[src/wwt_pkg.sv]
// ============================================================
// windowed watchdog constants
package wwt_pkg;
    // refresh key and apb byte offsets
    localparam logic [7:0]  REFRESH_KEY  = 8'hAC;
    localparam logic [7:0]  OFS_REFRESH  = 8'h00;  // key byte write
    localparam logic [7:0]  OFS_BITOP    = 8'h04;  // single-bit op alias
    localparam logic [7:0]  OFS_CONFIG   = 8'h08;
    localparam logic [7:0]  OFS_STATUS   = 8'h0C;  // read clears
    localparam logic [7:0]  OFS_MASK     = 8'h10;
    localparam logic [7:0]  OFS_COUNT    = 8'h14;  // read only
    localparam logic [7:0]  OFS_MEMSEL   = 8'h18;
    // config fields
    localparam int          CFG_STBY     = 0;      // standby_run_bit
    localparam int          CFG_OVF_LSB  = 1;      // overflow select [3:1]
    localparam int          CFG_RUN      = 4;      // counter_run_bit
    localparam int          CFG_SPAN_LSB = 5;      // open span select [6:5]
    localparam logic [7:0]  CONFIG_RST   = 8'h00;
    localparam logic [13:0] MEMSEL_RST   = 14'h0000;
    localparam logic [1:0]  SPAN_50      = 2'h1;
    localparam logic [1:0]  SPAN_75      = 2'h2;
    // status and mask bits
    localparam int          ST_INTV      = 0;
    localparam int          ST_OVF       = 1;
    localparam int          ST_BITOP     = 2;
    localparam int          ST_KEY       = 3;
    localparam int          ST_CLOSED    = 4;
    localparam int          ST_FETCH     = 5;
    localparam int          ST_DATA      = 6;
    localparam int          ST_W         = 7;
    // counter and overflow exponents, index = overflow select
    localparam int          CNT_W        = 17;
    localparam logic [7:0][4:0] OVF_EXP  = {5'h10, 5'h0E, 5'h0D, 5'h0B,
                                            5'h09, 5'h08, 5'h07, 5'h06};
    // timing: shortest overflow is 2^6 slow periods
    localparam int          REF_CLK_NS    = 40;
    localparam int          LS_MIN_OVF_US = 3710;
    localparam int          LS_DIV_DEF    = (LS_MIN_OVF_US * 1000) / (64 * REF_CLK_NS);
    localparam logic [3:0]  RST_HOLD_CYC  = 4'h8;
    // memory map for area checks
    localparam logic [15:0] XRAM_TOP     = 16'hFB00;
    localparam logic [15:0] EXC0_LO      = 16'hFB00;
    localparam logic [15:0] EXC0_HI      = 16'hFFCF;
    localparam logic [15:0] EXC1_LO      = 16'hFFE0;
    // controller states
    typedef enum logic [1:0] {
        WWT_RUN  = 2'b01,
        WWT_HOLD = 2'b10
    } wwt_state_t;
endpackage : wwt_pkg

[src/wwt_top.sv]
`timescale 1ns/10ps
// How it works
// - key AC in open window restarts counter
// - counter overflow asserts internal reset
// - single-bit op on refresh asserts reset
// - non-key write to refresh asserts reset
// - refresh write in closed window resets
// - fetch outside configured areas resets
// - data access outside areas resets, exceptions
// - three bits pick overflow 2^6..2^16
// - open span 50/75/100%, 100% without standby
// - counter runs only when run bit set
// - interval warning at 75% plus half
module wwt_top #(
    parameter int LS_DIV    = wwt_pkg::LS_DIV_DEF,
    parameter bit MEM_CHECK = 1'b1
) (
    input  wire logic        REF_CLK,
    input  wire logic        RST_N,
    input  wire logic        PSEL,
    input  wire logic        PENABLE,
    input  wire logic        PWRITE,
    input  wire logic [7:0]  PADDR,
    input  wire logic [31:0] PWDATA,
    output logic      [31:0] PRDATA,
    output logic             PREADY,
    output logic             PSLVERR,
    input  wire logic        STANDBY,
    input  wire logic        FETCH_VALID,
    input  wire logic [15:0] FETCH_ADDR,
    input  wire logic        DATA_VALID,
    input  wire logic [15:0] DATA_ADDR,
    output logic             IRQ,
    output logic             WDT_RESET
);
    // ============================================================
    // elaboration checks
    // a shorter divider leaves no room between the half point and the tick
    if (LS_DIV < 4 || LS_DIV > 65535) begin : g_bad_div
        $error("LS_DIV out of range");
    end

    // ============================================================
    // state
    wwt_pkg::wwt_state_t       state_ff;       // run or reset hold
    wwt_pkg::wwt_state_t       nxt_state;
    logic [3:0]                hold_ff;        // reset hold countdown
    logic [3:0]                nxt_hold;
    logic [15:0]               pre_ff;         // slow clock divider
    logic [15:0]               nxt_pre;
    logic [wwt_pkg::CNT_W-1:0] cnt_ff;         // watchdog counter
    logic [wwt_pkg::CNT_W-1:0] nxt_cnt;
    logic [7:0]                cfg_ff;         // option settings
    logic [13:0]               memsel_ff;      // rom kb / xram 256b units
    logic [wwt_pkg::ST_W-1:0]  st_ff;          // sticky events
    logic [wwt_pkg::ST_W-1:0]  nxt_st;
    logic [wwt_pkg::ST_W-1:0]  mask_ff;
    logic                      pready_ff;
    logic                      pslverr_ff;
    logic [31:0]               prdata_ff;
    logic                      irq_ff;
    logic                      rst_out_ff;

    // ============================================================
    // apb decode
    // one wait state so read data can come from a flop
    wire        acc       = PSEL & PENABLE & pready_ff;
    wire        wr        = acc & PWRITE;
    wire        rd        = acc & ~PWRITE;
    wire        sel_ref   = PADDR == wwt_pkg::OFS_REFRESH;
    wire        sel_bit   = PADDR == wwt_pkg::OFS_BITOP;
    wire        sel_cfg   = PADDR == wwt_pkg::OFS_CONFIG;
    wire        sel_st    = PADDR == wwt_pkg::OFS_STATUS;
    wire        sel_mask  = PADDR == wwt_pkg::OFS_MASK;
    wire        sel_cnt   = PADDR == wwt_pkg::OFS_COUNT;
    wire        sel_mem   = PADDR == wwt_pkg::OFS_MEMSEL;
    wire        mapped    = sel_ref | sel_bit | sel_cfg | sel_st |
                            sel_mask | sel_cnt | sel_mem;
    wire        in_run    = state_ff == wwt_pkg::WWT_RUN;
    wire        cfg_wr    = wr & sel_cfg;

    // read mux; write-only registers read as zero
    wire [31:0] rd_mux    = sel_cfg  ? {24'h000000, cfg_ff} :
                            sel_st   ? {25'h0000000, st_ff} :
                            sel_mask ? {25'h0000000, mask_ff} :
                            sel_cnt  ? {15'h0000, cnt_ff} :
                            sel_mem  ? {18'h00000, memsel_ff} :
                                       32'h00000000;

    // ============================================================
    // overflow and window arithmetic
    wire [2:0]  ovf_sel   = cfg_ff[wwt_pkg::CFG_OVF_LSB +: 3];
    wire [4:0]  ovf_exp   = wwt_pkg::OVF_EXP[ovf_sel];
    wire [wwt_pkg::CNT_W-1:0] ovf_lim = 17'h00001 << ovf_exp;
    wire [wwt_pkg::CNT_W-1:0] ovf_max = ovf_lim - 17'h00001;
    wire [wwt_pkg::CNT_W-1:0] quarter = ovf_lim >> 2;
    wire [wwt_pkg::CNT_W-1:0] three_q = ovf_lim - quarter;
    wire        stby_run  = cfg_ff[wwt_pkg::CFG_STBY];
    wire [1:0]  span      = cfg_ff[wwt_pkg::CFG_SPAN_LSB +: 2];
    // closed part sits at the start of each period
    // without standby run the window is always fully open
    wire [wwt_pkg::CNT_W-1:0] closed_len =
        ~stby_run                   ? 17'h00000 :
        (span == wwt_pkg::SPAN_50)  ? (ovf_lim >> 1) :
        (span == wwt_pkg::SPAN_75)  ? quarter :
                                      17'h00000;
    wire        win_open  = cnt_ff >= closed_len;

    // ============================================================
    // slow clock tick and run gate
    // divider stands in for the slow oscillator; sharing one clock
    // avoids a crossing at the cost of a coarse period
    wire        running   = in_run & cfg_ff[wwt_pkg::CFG_RUN] &
                            ~(STANDBY & ~stby_run);
    wire        tick      = pre_ff == 16'(LS_DIV - 1);
    wire        half_pt   = pre_ff == 16'(LS_DIV / 2);

    // ============================================================
    // fault and event sources
    wire        ref_wr    = wr & sel_ref & in_run;
    wire        key_ok    = PWDATA[7:0] == wwt_pkg::REFRESH_KEY;
    wire        refresh   = ref_wr & key_ok & win_open;
    wire        ev_key    = ref_wr & ~key_ok;
    wire        ev_closed = ref_wr & ~win_open;
    wire        ev_bitop  = wr & sel_bit & in_run;
    wire        ev_ovf    = running & tick & (cnt_ff == ovf_max);
    wire        ev_intv   = running & half_pt & (cnt_ff == three_q);

    // area membership: rom from zero, xram just below its top
    function automatic logic in_area(input logic [15:0] a,
                                     input logic [13:0] m);
        logic [15:0] rom_lim;
        logic [15:0] xram_lo;
        rom_lim = {m[5:0], 10'h000};
        xram_lo = wwt_pkg::XRAM_TOP - {m[13:8], 8'h00};
        in_area = (a < rom_lim) | ((a >= xram_lo) & (a < wwt_pkg::XRAM_TOP));
    endfunction : in_area

    wire        data_exc  = ((DATA_ADDR >= wwt_pkg::EXC0_LO) &
                             (DATA_ADDR <= wwt_pkg::EXC0_HI)) |
                            (DATA_ADDR >= wwt_pkg::EXC1_LO);
    wire        ev_fetch  = MEM_CHECK & in_run & FETCH_VALID &
                            ~in_area(FETCH_ADDR, memsel_ff);
    wire        ev_data   = MEM_CHECK & in_run & DATA_VALID &
                            ~in_area(DATA_ADDR, memsel_ff) & ~data_exc;
    wire [wwt_pkg::ST_W-1:0] ev = {ev_data, ev_fetch, ev_closed, ev_key,
                                   ev_bitop, ev_ovf, ev_intv};
    wire        fault     = |ev[wwt_pkg::ST_W-1:1];
    wire        hold_end  = hold_ff == 4'h0;

    // ============================================================
    // controller next state
    always_comb begin
        nxt_state = state_ff;
        nxt_hold  = hold_ff;
        case (state_ff)
            wwt_pkg::WWT_RUN: begin
                // any fault starts the internal reset pulse
                if (fault) begin
                    nxt_state = wwt_pkg::WWT_HOLD;
                    nxt_hold  = wwt_pkg::RST_HOLD_CYC - 4'h1;
                end
            end
            wwt_pkg::WWT_HOLD: begin
                // count the pulse down, then resume from a fresh period
                if (hold_end) begin
                    nxt_state = wwt_pkg::WWT_RUN;
                end else begin
                    nxt_hold = hold_ff - 4'h1;
                end
            end
            default: begin
                nxt_state = wwt_pkg::WWT_RUN;
                nxt_hold  = 4'h0;
            end
        endcase
    end

    // counter and divider next values
    // hold, refresh and config writes all start a fresh period
    always_comb begin
        nxt_cnt = cnt_ff;
        nxt_pre = pre_ff;
        if (~in_run | fault | refresh | cfg_wr) begin
            nxt_cnt = '0;
            nxt_pre = 16'h0000;
        end else if (running) begin
            nxt_pre = tick ? 16'h0000 : pre_ff + 16'h0001;
            if (tick) begin
                nxt_cnt = cnt_ff + 17'h00001;
            end
        end
    end

    // sticky status: an event beats a read clear in the same cycle
    // only bits already returned on the read data are cleared, so an
    // event landing between data capture and completion is not lost
    for (genvar i = 0; i < wwt_pkg::ST_W; i++) begin : g_st
        assign nxt_st[i] = ev[i] | (st_ff[i] & ~(rd & sel_st & prdata_ff[i]));
    end

    // ============================================================
    // flops: controller and counter
    always_ff @(posedge REF_CLK or negedge RST_N) begin
        if (!RST_N) begin
            state_ff <= wwt_pkg::WWT_RUN;
            hold_ff  <= 4'h0;
            cnt_ff   <= '0;
            pre_ff   <= 16'h0000;
        end else begin
            state_ff <= nxt_state;
            hold_ff  <= nxt_hold;
            cnt_ff   <= nxt_cnt;
            pre_ff   <= nxt_pre;
        end
    end

    // flops: software registers
    always_ff @(posedge REF_CLK or negedge RST_N) begin
        if (!RST_N) begin
            cfg_ff    <= wwt_pkg::CONFIG_RST;
            memsel_ff <= wwt_pkg::MEMSEL_RST;
            mask_ff   <= '0;
            st_ff     <= '0;
        end else begin
            if (cfg_wr) cfg_ff <= PWDATA[7:0];
            if (wr & sel_mem) memsel_ff <= PWDATA[13:0];
            if (wr & sel_mask) mask_ff <= PWDATA[wwt_pkg::ST_W-1:0];
            st_ff <= nxt_st;
        end
    end

    // flops: bus answer and outputs
    always_ff @(posedge REF_CLK or negedge RST_N) begin
        if (!RST_N) begin
            pready_ff  <= 1'b0;
            pslverr_ff <= 1'b0;
            prdata_ff  <= 32'h00000000;
            irq_ff     <= 1'b0;
            rst_out_ff <= 1'b0;
        end else begin
            // ready pulses once per transfer, always after one wait state
            pready_ff  <= PSEL & PENABLE & ~pready_ff;
            pslverr_ff <= PSEL & PENABLE & ~pready_ff & ~mapped;
            prdata_ff  <= (PSEL & ~PWRITE) ? rd_mux : 32'h00000000;
            irq_ff     <= |(nxt_st & mask_ff);
            // taken from the next state so the pulse starts on the fault edge
            rst_out_ff <= nxt_state == wwt_pkg::WWT_HOLD;
        end
    end

    assign PRDATA    = prdata_ff;
    assign PREADY    = pready_ff;
    assign PSLVERR   = pslverr_ff;
    assign IRQ       = irq_ff;
    assign WDT_RESET = rst_out_ff;
endmodule : wwt_top

[config.mk]
export PLATFORM = sky130hd
export DESIGN_NAME = wwt_top
export DESIGN_NICKNAME = d
export VERILOG_FILES = /design/src/wwt_pkg.sv /design/src/wwt_top.sv
export SDC_FILE = /design/constraint.sdc
export NUM_CORES = 1
export LEC_CHECK = 0
export BUFFER_PORTS_ARGS = -buffer_cell sky130_fd_sc_hd__buf_2
export CAP_MARGIN = 5
export CORE_MARGIN = 5
export CORE_UTILIZATION = 55
export DETAILED_ROUTE_END_ITERATION = 12
export PLACE_DENSITY = 0.84
export SYNTH_ARGS = -nofsm -noshare
export SYNTH_HDL_FRONTEND = slang
export SYNTH_SLANG_ARGS = --single-unit
export TNS_END_PERCENT = 10
[constraint.sdc]
create_clock -name REF_CLK -period 10.75 [get_ports REF_CLK]
set_input_delay 2.15 -clock REF_CLK [delete_from_list [all_inputs] [get_ports REF_CLK]]
set_output_delay 2.15 -clock REF_CLK [all_outputs]
set_load 0.005 [all_outputs]
### Word-level counts from Yosys, hierarchy flattened

Memories as Yosys holds them, arrays and structs flattened.
Cells that the tools add are included.

* add/sub/neg operators: 6
* order comparisons: 11
* equal/unequal tests: 18
* shifts and indexed selects: 1
* mux-type cells: 22
* bitwise gates (word level): 86
* reductions and logical operators: 8

Operators with widths (count)
* 17-bit two-way mux: 8
* 16-bit two-way mux: 5
* 1-bit bitwise AND: 48
* 17-bit == test: 2
* 16-bit >= comparator: 2
* 16-bit >= comparator, second input constant: 2
* 16-bit < comparator: 2
* 16-bit < comparator, second input constant: 2
* 8-bit by 5-bit == test with 1-bit output, second input constant: 3
* 1-bit bitwise OR: 19
* 1-bit NOT: 18
* 17-bit by 1-bit adder with 17-bit output, second input constant: 1
* 17-bit by 16-bit >= comparator with 1-bit output: 1
* 1-bit by 5-bit << shifter with 17-bit output, first input constant: 1
* 17-bit by 1-bit subtractor with 17-bit output, second input constant: 1
* 17-bit by 15-bit subtractor with 17-bit output: 1
* 16-bit by 1-bit adder with 16-bit output, second input constant: 1
* 16-bit by 10-bit == test with 1-bit output, second input constant: 1
* 16-bit by 11-bit == test with 1-bit output, second input constant: 1
* 8-bit by 4-bit == test with 1-bit output, second input constant: 2
* 16-bit less-or-equal comparator, second input constant: 1
* 12-bit by 15-bit subtractor with 16-bit output, first input constant: 1
* 15-bit two-way mux: 1
* 14-bit two-way mux: 1
* 20 further kinds: 27

* register bits after elaboration: 96
* bits in read-only memories: 40
* bits of input ports: 80
* output and inout port bits: 36
* memories kept: 1

Memory list
* (name not given): depth 8, width 5, read ports 1, clocked after Yosys merged registers in 0, wr ports 0, RTL line wwt_top.sv:93 `wire [4:0] ovf_exp = wwt_pkg::OVF_EXP[ovf_sel];`

### Depth between registers and ports, before layout

* word-level depth: 15
* mapped depth: 19

### Worst setup path after synthesis

Ideal clock, no wire load.

* path kind: input to register
* from: input PADDR[5]
* to: register state_ff[0]
* library setup time: 0.082 ns
* data arrival time: 4.324 ns
* data required time: 10.668 ns
* setup slack: 6.344 ns
* stages on the path: 8
* path buffers: 0
* cells stage by stage: or3_4 -> or4_4 -> or4_4 -> nor2_2 -> nor4b_4 -> nor3b_4 -> a21o_1 -> a211o_1

* cells in the longest elaborated chain, start to end: 7
* elaborated cells between the ends (all ways): 11

Ends and longest elaborated chain
* from (decl): RTL line wwt_top.sv:23 `input wire logic [7:0] PADDR,`
* 8-bit zero test: RTL line wwt_top.sv:70 `wire sel_ref = PADDR == wwt_pkg::OFS_REFRESH;`
* 1-bit bitwise AND (2 in series): RTL line wwt_top.sv:120 `wire ref_wr = wr & sel_ref & in_run;`
* 1-bit bitwise AND (on tied branches): RTL line wwt_top.sv:123, wwt_top.sv:124
* 6-bit OR reduction (*): RTL line wwt_top.sv:148 `wire fault = |ev[wwt_pkg::ST_W-1:1];`
* 2-bit two-way mux (*): RTL line wwt_top.sv:159 `if (fault) begin`
* 2-bit one-hot mux with 2 select lines (*): RTL line wwt_top.sv:156 `case (state_ff)`
* net nxt_state[0]: RTL line wwt_top.sv:46 `wwt_pkg::wwt_state_t nxt_state;`
* to (signal assigned): RTL line wwt_top.sv:206 `state_ff <= wwt_pkg::WWT_RUN;`
* to (signal assigned): RTL line wwt_top.sv:211 `state_ff <= nxt_state;`
* to (decl): RTL line wwt_top.sv:45 `wwt_pkg::wwt_state_t state_ff;`

Mark *: on every way through the listed nets, which the timed path passes. The rest lies on a longest branch.
A chain may end at the register's enable or synchronous reset.

### Final worst setup path

* from: register cfg_ff[1]
* to: register pre_ff[10]

* cells in the longest elaborated chain, start to end: 14
* elaborated cells between the ends (all ways): 19

Ends and longest elaborated chain
* from (decl): RTL line wwt_top.sv:53 `logic [7:0] cfg_ff;`
* from (signal assigned): RTL line wwt_top.sv:221 `cfg_ff <= wwt_pkg::CONFIG_RST;`
* from (signal assigned): RTL line wwt_top.sv:226 `if (cfg_wr) cfg_ff <= PWDATA[7:0];`
* memory 8 x 5 bit (*)
* 5-bit two-way mux (implied by the code) (*): RTL line wwt_top.sv:93
* 1-bit by 5-bit << shifter with 17-bit output (*): RTL line wwt_top.sv:94 `wire [wwt_pkg::CNT_W-1:0] ovf_lim = 17'h00001 << ovf_exp;`
* 15-bit two-way mux: RTL line wwt_top.sv:105 `(span == wwt_pkg::SPAN_75) ? quarter :`
* 16-bit two-way mux: RTL line wwt_top.sv:104 `(span == wwt_pkg::SPAN_50) ? (ovf_lim >> 1) :`
* 16-bit two-way mux: RTL line wwt_top.sv:103 `~stby_run ? 17'h00000 :`
* 17-bit by 16-bit >= comparator with 1-bit output: RTL line wwt_top.sv:107 `wire win_open = cnt_ff >= closed_len;`
* 1-bit NOT: RTL line wwt_top.sv:124 `wire ev_closed = ref_wr & ~win_open;`
* 1-bit bitwise AND: RTL line wwt_top.sv:124
* 6-bit OR reduction: RTL line wwt_top.sv:148
* 1-bit bitwise OR: RTL line wwt_top.sv:184 `if (~in_run | fault | refresh | cfg_wr) begin`
* 1-bit bitwise OR (*) (2 in series): RTL line wwt_top.sv:184
* 16-bit two-way mux / 2-bit nonzero test (equally long branches)
* to (signal assigned): RTL line wwt_top.sv:214 `pre_ff <= nxt_pre;`
* to (decl): RTL line wwt_top.sv:49 `logic [15:0] pre_ff;`

Mark *: on every way between the ends. The rest lies on a longest branch, timed or not. The select of a mux whose other input is x is not followed.

==> qor.yml <==
status: "complete, no violations"
hold_path.class: "register to register"
grt_max_degree: 55
path_cells: "ha_1 -> and4bb_2 -> and3_2 -> inv_1 -> o22ai_1 -> nand2_1 -> ha_1 -> a21oi_1 -> o21ai_0 -> a2111oi_0 -> a21oi_1 -> or3_1 -> a21oi_1 -> nand3_4 -> nor3_1"
min_period_over_period_pct: 47.7
synthTopCellsByArea: "dfrtp_1, ha_1, nor2_1"
nets: 1095
ant_nets: 0
worstMarginPinSlew_ps: 1040
crit_buf_inv: 1
setup.worst_path.start_class: "register"
wire_per_inst_um: 18.0
rows: 43
diodes: 0
start_util_pct: 55.8
rsz0062_at_grt: "no"
postCtsSetupBuffers: 0
fin_ws_ps: 5620
hpwl_mm: 15.3
cts_sinks: 96
fillers: 1190
dr.pass1.iters: 5
ys_warn_count: 0
maxCapViolCount: 0
drt_iter0_drc: 718
ys_async_sr_fraction_pct: 100
drc: 0
critPathKind: "register to register"
finalCoreUtilization_pct: 60.9
insertion_delay_ps: 360
worst_setup_path_end_kind: "register"
clk_pin_slew_ps: 80
design.core.area_um2: 13800
clock_skew_ps: 11.3
arrival_ps: 5390
tns_ps: 0
die_w_um: 128
portBuffers: 82
drive_gt1_share_pct: 15.5
finalMaxSlewViolations: 0
yosysMostFrequentCell: "dfrtp_1"
setup_viol: 0
grtUsageTotal_pct: 25.1
synth.cells.most_frequent: "dfrtp_1, nor2_1, nand2_1"
cp_common_cell: "a21oi_1"
tritoncts: "yes"
synth-edff-count: 0
htree_levels: 3
grt_overflow: 0
cp_top_family: "simple AND/OR/NAND/NOR gates"
root_buffer: "clkbuf_16"
power_density_nw_per_um2: 99.0
clock_path_buffers: 2
fin_hold_ws_ps: 501
io_pins: 116
place.gp.congestion: 0.980
synth_area_um2: 7680
seq_area_frac_synth_pct: 31.3
ctsResizeCount: 0
ctsHoldBuffers: 0
dieHeight_um: 128
slowest_stage: "dfrtp_1"
slew-limit-headroom_pct: 30.6
syn_avg_cell_area_um2: 8.52
dieArea_um2: 16400
slowest_delay_ps: 830
worst_ep_required_time_ps: 11010
num_vias: 7125
peakVddDrop_v: 0.0000947
synth_ff_type: "dfrtp_1"
synth_top_area_cell: "dfrtp_1"
leakage_nw: 3.97
yosysTopAreaCellShare_pct: 30.9
cts_buffers: 9
synth_seq_cells: 96
grt_antenna_before_repair: 0
synth_cell_types: 93
pre_cts_ws_ps: 5750
grt_pass1_wl_mm: 33.4
grt_pass1_vias: 6731
wirelength_mm: 20.5
timing.fmax_mhz: 195
min_period_ps: 5130
viasPerCell: 6.27
hold_viol_final: 0
area_delta_synth_final_pct: 9.22
syn_inst: 902
cp_max_fo: 33
area by class of cell:
class / instances / area, um^2 / area share [%]
Clock buffer: 9 / 225 / 2.68
Clock inverter: 7 / 83.8 / 0.999
Inverter: 47 / 176 / 2.10
Multi-Input combinational cell: 709 / 4820 / 57.4
Sequential cell: 96 / 2400 / 28.7
Tap cell: 180 / 225 / 2.68
Timing Repair Buffer: 88 / 458 / 5.46
path summary, 6_finish.rpt:
kind / from / to / slack (ps) / depth (start not counted)
min in group asynchronous: RST_N / hold_ff[3] / 1770 / 1
min: PREADY / PREADY / 500 / 1
max: cfg_ff[1] / pre_ff[10] / 5620 / 15
min reg2reg: PREADY / PREADY / 500 / 1
max in group asynchronous: RST_N / cnt_ff[7] / 7870 / 2
max reg2reg: cfg_ff[1] / pre_ff[10] / 5620 / 15
where the power goes:
| part | total [mW] | internal [mW] | switching [mW] |
|---|---|---|---|
| sequential | 0.377 | 0.370 | 0.00635 |
| combinational | 0.118 | 0.0383 | 0.0801 |
| clock | 0.336 | 0.185 | 0.151 |
| total | 0.831 | 0.594 | 0.237 |
cell families after synthesis:
kind of cell | count (synthesis) | share of synthesized area (%)
and+or+nand+nor | 355 | 25.1
AOI/OAI and AO/OA | 208 | 17.7
buffers and inverters | 111 | 6.68
DFF | 96 | 31.3
adders and majority gates | 64 | 10.4
xor gates and xnor gates | 40 | 4.92
muxes | 27 | 3.83
other | 1 | 0.0488
sequential cells by signal, summed over array words and instances, names as in the netlist, 2 cells and up:
name,flops
PRDATA,17
cfg_ff,8
cnt_ff,17
hold_ff,4
mask_ff,7
memsel_ff,14
pre_ff,16
st_ff,7
state_ff,2
layout by cell type (no fill, tap or decap), types with 6 or more instances in the layout:
cell,instances
o22ai_1,20
mux2i_1,8
o21ai_0,42
clkbuf_16,9
a21o_1,10
mux2_2,18
inv_1,45
nor4_1,10
and3_1,17
or3_1,11
a31oi_1,6
nor2_1,89
nand3_1,20
buf_4,7
xnor2_1,20
conb_1,15
a22oi_1,10
xor2_1,18
nand4_1,23
nand2b_1,10
nor3_1,17
buf_2,81
dfrtp_1,95
a21oi_1,52
nor2b_1,9
nand2_1,88
ha_1,64
metal layers:
metal | GRT usage (%) | up-vias | part of all wire [%]
met4 | 9.43 | 0 | 2.6
met1 | 34.9 | 3405 | 43
met3 | 4.71 | 44 | 8.6
met2 | 38.9 | 315 | 45
li1 | - | 3361 | -
met5 | 0 | - | 0
through the flow:
| stage | instances | area, um^2 | total power [mW] |
|---|---|---|---|
| 2_1_floorplan | 916 | 7730 | 0.466 |
| 6_report | 1136 | 8390 | 0.831 |
| 3_5_place_dp | 1120 | 8080 | 0.500 |
| 3_3_place_gp | 1120 | 8080 | 0.497 |
| 4_1_cts | 1136 | 8390 | 0.835 |
| 5_1_grt | 1136 | 8390 | 0.868 |
No activity file was read; power rests on OpenSTA's default activity.
